<file path="src/sasr_defs.svh">
// timing counts and frame positions of the serial converter readout
`ifndef SASR_DEFS_SVH
`define SASR_DEFS_SVH

`define SASR_CLK_PERIOD_NS    40
`define SASR_APERTURE_NS      6
`define SASR_HOLD_CYCLES      ((`SASR_APERTURE_NS + `SASR_CLK_PERIOD_NS - 1) / `SASR_CLK_PERIOD_NS)
`define SASR_RESULT_BITS      12
`define SASR_FALL_HOLD        5'h02
`define SASR_FALL_MSB         5'h03
`define SASR_FALL_LSB         5'h0e
`define SASR_FALL_REPEAT_END  5'h19
`define SASR_FALL_OFF         5'h1a
`define SASR_FRAME_FULL       5'h10
`define SASR_FRAME_SHORT      5'h0e
`define SASR_FALL_MAX         5'h1f

`endif

</file>
<file path="src/sasr_pkg.sv">
// types shared by the serial converter readout
package sasr_pkg;

   typedef struct packed {
      logic dout;
      logic dout_oe;
   } sasr_link_t;

   typedef enum logic [1:0] {
      SASR_IDLE    = 2'b00,
      SASR_SAMPLE  = 2'b01,
      SASR_CONVERT = 2'b11,
      SASR_DONE    = 2'b10
   } sasr_state_t;

endpackage

</file>
<file path="src/sasr_readout.sv">
// conversion sequencing and serial result readout of a sampling converter
`timescale 1ns/1ps
`include "sasr_defs.svh"

module sasr_readout #(
   parameter int WIDTH = `SASR_RESULT_BITS
) (
   input  wire logic               sys_clk_i,
   input  wire logic               reset_i,
   input  wire logic               sclk_i,
   input  wire logic               cs_n_i,
   input  wire logic [WIDTH-1:0]   conv_word_i,
   output sasr_pkg::sasr_link_t    link_o,
   output logic                    sampling_o,
   output logic                    hold_o,
   output logic                    power_down_o,
   output logic                    busy_o
);

   if (WIDTH != `SASR_RESULT_BITS) begin : g_width_check
      $error("sasr_readout: frame positions serve only a 12-bit result");
   end

   // ---------------------------------------------------------------
   // pin synchronisers and edge detect
   // ---------------------------------------------------------------
   logic sclk_meta_reg;
   logic sclk_sync_reg;
   logic sclk_prev_reg;
   logic cs_n_meta_reg;
   logic cs_n_sync_reg;
   logic cs_n_prev_reg;

   always_ff @(posedge sys_clk_i) begin
      if (reset_i) begin
         sclk_meta_reg <= 1'b0;
         sclk_sync_reg <= 1'b0;
         sclk_prev_reg <= 1'b0;
         cs_n_meta_reg <= 1'b1;
         cs_n_sync_reg <= 1'b1;
         cs_n_prev_reg <= 1'b1;
      end else begin
         sclk_meta_reg <= sclk_i;
         sclk_sync_reg <= sclk_meta_reg;
         sclk_prev_reg <= sclk_sync_reg;
         cs_n_meta_reg <= cs_n_i;
         cs_n_sync_reg <= cs_n_meta_reg;
         cs_n_prev_reg <= cs_n_sync_reg;
      end
   end

   // select chain still shows reset values for two edges after release
   logic [1:0] flush_reg;

   always_ff @(posedge sys_clk_i) begin
      if (reset_i) begin
         flush_reg <= 2'h0;
      end else begin
         flush_reg <= {flush_reg[0], 1'h1};
      end
   end

   logic sclk_fall;
   logic cs_fall;
   logic cs_rise;
   assign sclk_fall = sclk_prev_reg & ~sclk_sync_reg;
   assign cs_fall   = cs_n_prev_reg & ~cs_n_sync_reg;
   assign cs_rise   = ~cs_n_prev_reg & cs_n_sync_reg;

   // ---------------------------------------------------------------
   // frame arming and falling-edge count
   // ---------------------------------------------------------------
   logic       armed_reg;
   logic       frame_reg;
   logic       short_reg;
   logic [4:0] fall_cnt_reg;
   logic       start;

   // select low out of reset does not start a frame
   assign start = cs_fall & armed_reg;

   always_ff @(posedge sys_clk_i) begin
      if (reset_i) begin
         armed_reg <= 1'b0;
      end else if (cs_n_sync_reg && flush_reg[1]) begin
         armed_reg <= 1'b1;
      end
   end

   always_ff @(posedge sys_clk_i) begin
      if (reset_i) begin
         frame_reg    <= 1'b0;
         short_reg    <= 1'b0;
         fall_cnt_reg <= 5'h00;
      end else if (cs_rise) begin
         frame_reg <= 1'b0;
      end else if (start) begin
         frame_reg    <= 1'b1;
         // clock already high: first edge is a fall, frame shortens
         short_reg    <= sclk_sync_reg;
         fall_cnt_reg <= 5'h00;
      end else if (frame_reg && sclk_fall && fall_cnt_reg != `SASR_FALL_MAX) begin
         fall_cnt_reg <= fall_cnt_reg + 5'h01;
      end
   end

   // ---------------------------------------------------------------
   // conversion sequence
   // ---------------------------------------------------------------
   sasr_pkg::sasr_state_t state_reg;
   logic [1:0]            hold_cnt_reg;
   logic [WIDTH-1:0]      word_reg;
   logic [4:0]            frame_end;

   assign frame_end = short_reg ? `SASR_FRAME_SHORT : `SASR_FRAME_FULL;

   always_ff @(posedge sys_clk_i) begin
      if (reset_i) begin
         state_reg    <= sasr_pkg::SASR_IDLE;
         hold_cnt_reg <= 2'h0;
         word_reg     <= '0;
      end else if (cs_rise) begin
         // a cut frame must not leave a hold count for the next one
         hold_cnt_reg <= 2'h0;
         state_reg    <= sasr_pkg::SASR_IDLE;
      end else if (start) begin
         hold_cnt_reg <= 2'h0;
         state_reg    <= sasr_pkg::SASR_SAMPLE;
      end else begin
         unique case (state_reg)
            sasr_pkg::SASR_IDLE: begin
               state_reg <= sasr_pkg::SASR_IDLE;
            end
            sasr_pkg::SASR_SAMPLE: begin
               // track until the second fall, then hold after aperture delay
               if (sclk_fall && fall_cnt_reg == `SASR_FALL_HOLD - 5'h01) begin
                  hold_cnt_reg <= 2'(`SASR_HOLD_CYCLES);
               end else if (hold_cnt_reg == 2'h1) begin
                  hold_cnt_reg <= 2'h0;
                  word_reg     <= conv_word_i;
                  state_reg    <= sasr_pkg::SASR_CONVERT;
               end else if (hold_cnt_reg != 2'h0) begin
                  hold_cnt_reg <= hold_cnt_reg - 2'h1;
               end
            end
            sasr_pkg::SASR_CONVERT: begin
               if (sclk_fall && fall_cnt_reg == frame_end - 5'h01) begin
                  state_reg <= sasr_pkg::SASR_DONE;
               end
            end
            sasr_pkg::SASR_DONE: begin
               state_reg <= sasr_pkg::SASR_DONE;
            end
         endcase
      end
   end

   // ---------------------------------------------------------------
   // serial output
   // ---------------------------------------------------------------
   // bit driven after fall number n; oe low means high impedance
   function automatic logic [1:0] sasr_bit_at(input logic [4:0] n,
                                              input logic [WIDTH-1:0] w);
      logic [1:0] r;
      r = 2'b00;
      if (n == `SASR_FALL_HOLD) begin
         r = 2'b10;
      end else if (n >= `SASR_FALL_MSB && n <= `SASR_FALL_LSB) begin
         r = {1'b1, w[4'(`SASR_FALL_LSB - n)]};
      end else if (n > `SASR_FALL_LSB && n <= `SASR_FALL_REPEAT_END) begin
         r = {1'b1, w[4'(n - `SASR_FALL_LSB)]};
      end else if (n >= `SASR_FALL_OFF) begin
         r = 2'b00;
      end
      return r;
   endfunction

   logic [1:0] next_bit;
   assign next_bit = sasr_bit_at(fall_cnt_reg + 5'h01, word_reg);

   always_ff @(posedge sys_clk_i) begin
      if (reset_i) begin
         link_o <= '{dout: 1'b0, dout_oe: 1'b0};
      end else if (cs_n_sync_reg || !frame_reg) begin
         link_o <= '{dout: 1'b0, dout_oe: 1'b0};
      end else if (sclk_fall && fall_cnt_reg != `SASR_FALL_MAX) begin
         // null bit at fall 2, data from fall 3, off after fall 26
         link_o <= '{dout: next_bit[0], dout_oe: next_bit[1]};
      end
   end

   always_ff @(posedge sys_clk_i) begin
      if (reset_i) begin
         sampling_o   <= 1'b0;
         hold_o       <= 1'b0;
         power_down_o <= 1'b1;
         busy_o       <= 1'b0;
      end else begin
         sampling_o   <= (state_reg == sasr_pkg::SASR_SAMPLE) && !cs_rise;
         hold_o       <= state_reg == sasr_pkg::SASR_CONVERT;
         power_down_o <= (state_reg == sasr_pkg::SASR_IDLE) ||
                         (state_reg == sasr_pkg::SASR_DONE);
         busy_o       <= frame_reg;
      end
   end

endmodule

</file>
<file path="config.mk">
export PLATFORM = sky130hd
export DESIGN_NAME = sasr_readout
export DESIGN_NICKNAME = d
export VERILOG_FILES = /design/src/sasr_pkg.sv /design/src/sasr_readout.sv
export VERILOG_INCLUDE_DIRS = /design/src
export SDC_FILE = /design/constraint.sdc
export NUM_CORES = 1
export LEC_CHECK = 0
export BUFFER_PORTS_ARGS = -buffer_cell sky130_fd_sc_hd__buf_4
export CAP_MARGIN = 30
export CELL_PAD_IN_SITES_DETAIL_PLACEMENT = 0
export CELL_PAD_IN_SITES_GLOBAL_PLACEMENT = 1
export CORE_UTILIZATION = 40
export DETAILED_ROUTE_END_ITERATION = 10
export PLACE_DENSITY_LB_ADDON = 0.1
export SLEW_MARGIN = 40
export SYNTH_ARGS = -nofsm -noshare
export SYNTH_HDL_FRONTEND = slang
export SYNTH_SLANG_ARGS = --single-unit
</file>
<file path="constraint.sdc">
create_clock -name sys_clk_i -period 2.9 [get_ports sys_clk_i]
set_input_delay 0.435 -clock sys_clk_i [delete_from_list [all_inputs] [get_ports sys_clk_i]]
set_output_delay 0.435 -clock sys_clk_i [all_outputs]
set_load 0.005 [all_outputs]
</file>
==> results.json <==
{
  "ir_worst_vdd_mv": 0.245,
  "synth_ff_type": "dfxtp_1",
  "wl_met3_um": 116,
  "final_area_um2": 2200,
  "final_hold_viol_count": 0,
  "status": "complete, no violations",
  "cp_max_fo": 7,
  "ys_seq_area_frac": 0.401,
  "hp-class": "in -> reg",
  "largest_reg_flops": 12,
  "mappedNetlistArea_um2": 1900,
  "hold_slack_ps": 322,
  "critical_path_class": "reg -> reg",
  "cts_tree": "built",
  "maxCapViolCount": 0,
  "first_iter_violations": 86,
  "skew_ps": 4.91,
  "top_layer": "met4",
  "layout-drive-gt1-share": 0.202,
  "ctsHtreeMaxLevel": 2,
  "cts.clk_slew.worst_paths_ps": 80,
  "slew_viol_final": 0,
  "drt-total-wl_um": 3740,
  "via_count": 1410,
  "finish.utilization": 0.495,
  "startpoint_type": "flop",
  "yosysWarnings": 0,
  "p_per_area_nw_per_um2": 433,
  "synth.avg_cell_area_um2": 9.89,
  "nets": 245,
  "final.setup.tns_ps": 0,
  "cts-resized-gates": 0,
  "nFillCells": 440,
  "antenna_found_initial": 0,
  "setup_violations": 0,
  "max-slew-margin-rel": 0.618,
  "timing.fmax_ghz": 0.416,
  "die-width_um": 70.9,
  "coreArea_um2": 4440,
  "rsz0062_at_grt": "no",
  "antenna_cells": 0,
  "setup.worst_path.end_class": "flop",
  "syn2layout_area_growth_pct": 15.8,
  "initial_core_util": 0.427,
  "grt_pass1_wl_um": 6230,
  "ys_ff_latch": 38,
  "place_hpwl_um": 2780,
  "synthCells": 192,
  "numCtsBuffers": 5,
  "wl_met1_um": 1810,
  "cts_hold_buf": 0,
  "synth_edf_count": 0,
  "grt_max_degree": 26,
  "power_leakage_nw": 0.883,
  "p_total_w": 0.000951,
  "wl_met2_um": 1740,
  "finalCriticalPeriod_ps": 2410,
  "insertion_delay_ps": 290,
  "fp.dieH_um": 70.9,
  "ys_types": 42,
  "num_io_pins": 22,
  "tightest_slew_ps": 568,
  "synth_nets": 220,
  "io_buffer_count": 21,
  "finalCritPeriodShare": 0.830,
  "wl_per_cell_um": 13.9,
  "root_buffer": "clkbuf_8",
  "die_area_um2": 5020,
  "postCtsSetupRepairBufs": 0,
  "cts_sinks": 38,
  "grt_overflow": 0,
  "dpl-instance-area_um2": 2100,
  "place_congestion": 0.819,
  "grt_util_all_layers": 0.161,
  "clk_path_buf_depth": 2,
  "crit_arrival_ps": 2590,
  "grt_pass1_vias": 1356,
  "viasPerCell": 5.22,
  "ant_nets": 0,
  "required_ps": 3090,
  "dr.pass1.iters": 4,
  "num_rows": 24,
  "synthArstFlopShare": 0,
  "route.detailed.drc": 0
}
cell usage in the layout, fill, tap and decap left out, types with 2 or more instances in the layout:
master and count:
inv_1 10, a21oi_1 9, nand2b_1 3, or2_2 3
and3_1 5, xnor2_1 3, nand4_1 3, a31oi_1 2
nor2b_1 8, clkbuf_8 6, mux2i_1 17, nand3b_1 3
dfxtp_1 38, ha_1 12, nand2_1 9, mux4_2 5
xor2_1 2, buf_4 24, nor2_1 26, nand3_1 5
o21ai_0 3
layout make-up:
cell class,instances,area [µm²],share of cell area
tap,52,65.1,0.0296
clock buffer,6,82.6,0.0376
inverter,10,37.5,0.0171
sequential,38,761,0.346
timing repair buffer,24,180,0.0820
clock inverter,2,12.5,0.00569
multi-input combinational,138,1060,0.482
layer usage:
layer / vias up / GRT usage
li1: 723 / -
met5: - / 0
met3: 7 / 0.0427
met4: 0 / 0.0756
met2: 21 / 0.259
met1: 659 / 0.204
where the power goes:
| part | switching (W) | internal, W |
|---|---|---|
| clock | 0.000194 | 0.000191 |
| combinational | 0.0000149 | 0.0000196 |
| sequential | 0.00000333 | 0.000528 |
critical path: stages, from the launching register on:
cell      delay (ps)
dfxtp_1          390
ha_1             250
xnor2_1          480
inv_1            140
ha_1             250
inv_1             90
xnor3_1          310
a21boi_0         130
o211ai_1         170
nand3_1           90
stage by stage:
step	setup slack [ps]	instances
5_1_grt	296	270
3_3_place_gp	510	262
6_report	494	270
4_1_cts	493	270
2_1_floorplan	538	192
3_5_place_dp	513	262
Yosys cell counts, types with 2 or more instances:
cell / instances / area [µm²]
a31oi_1: 2 / 12.5
nand2_1: 9 / 33.8
nand3b_1: 3 / 22.5
nor2_1: 26 / 97.6
xnor2_1: 3 / 26.3
dfxtp_1: 38 / 761
and3_1: 5 / 31.3
xor2_1: 2 / 17.5
ha_1: 12 / 150
or2_2: 3 / 18.8
clkbuf_1: 4 / 15.0
nand4_1: 3 / 18.8
mux4_2: 5 / 113
a21oi_1: 9 / 45.0
nor2b_1: 8 / 50.1
nand3_1: 5 / 25.0
inv_1: 10 / 37.5
nand2b_1: 3 / 18.8
mux2i_1: 17 / 170
o21ai_0: 3 / 15.0
cell families after synthesis:
group,Yosys count,synth area share
AO/OA/AOI/OAI,26,0.0910
buffers and inverters,16,0.0409
adder cells (fa/ha/maj),12,0.0791
XOR/XNOR,6,0.0349
AND/OR/NAND/NOR,71,0.198
multiplexers,23,0.155
flip-flops,38,0.401
final timing paths:
kind              slack (ps)            start            end  depth (start not counted)
setup / recovery         490  fall_cnt_reg[1]      link_o[1]                          9
setup reg to reg         490  fall_cnt_reg[1]      link_o[1]                          9
hold reg to reg          410    cs_n_meta_reg  cs_n_sync_reg                          1
hold / removal           320           cs_n_i  cs_n_meta_reg                          2
Power figures use the tool's default switching activity.
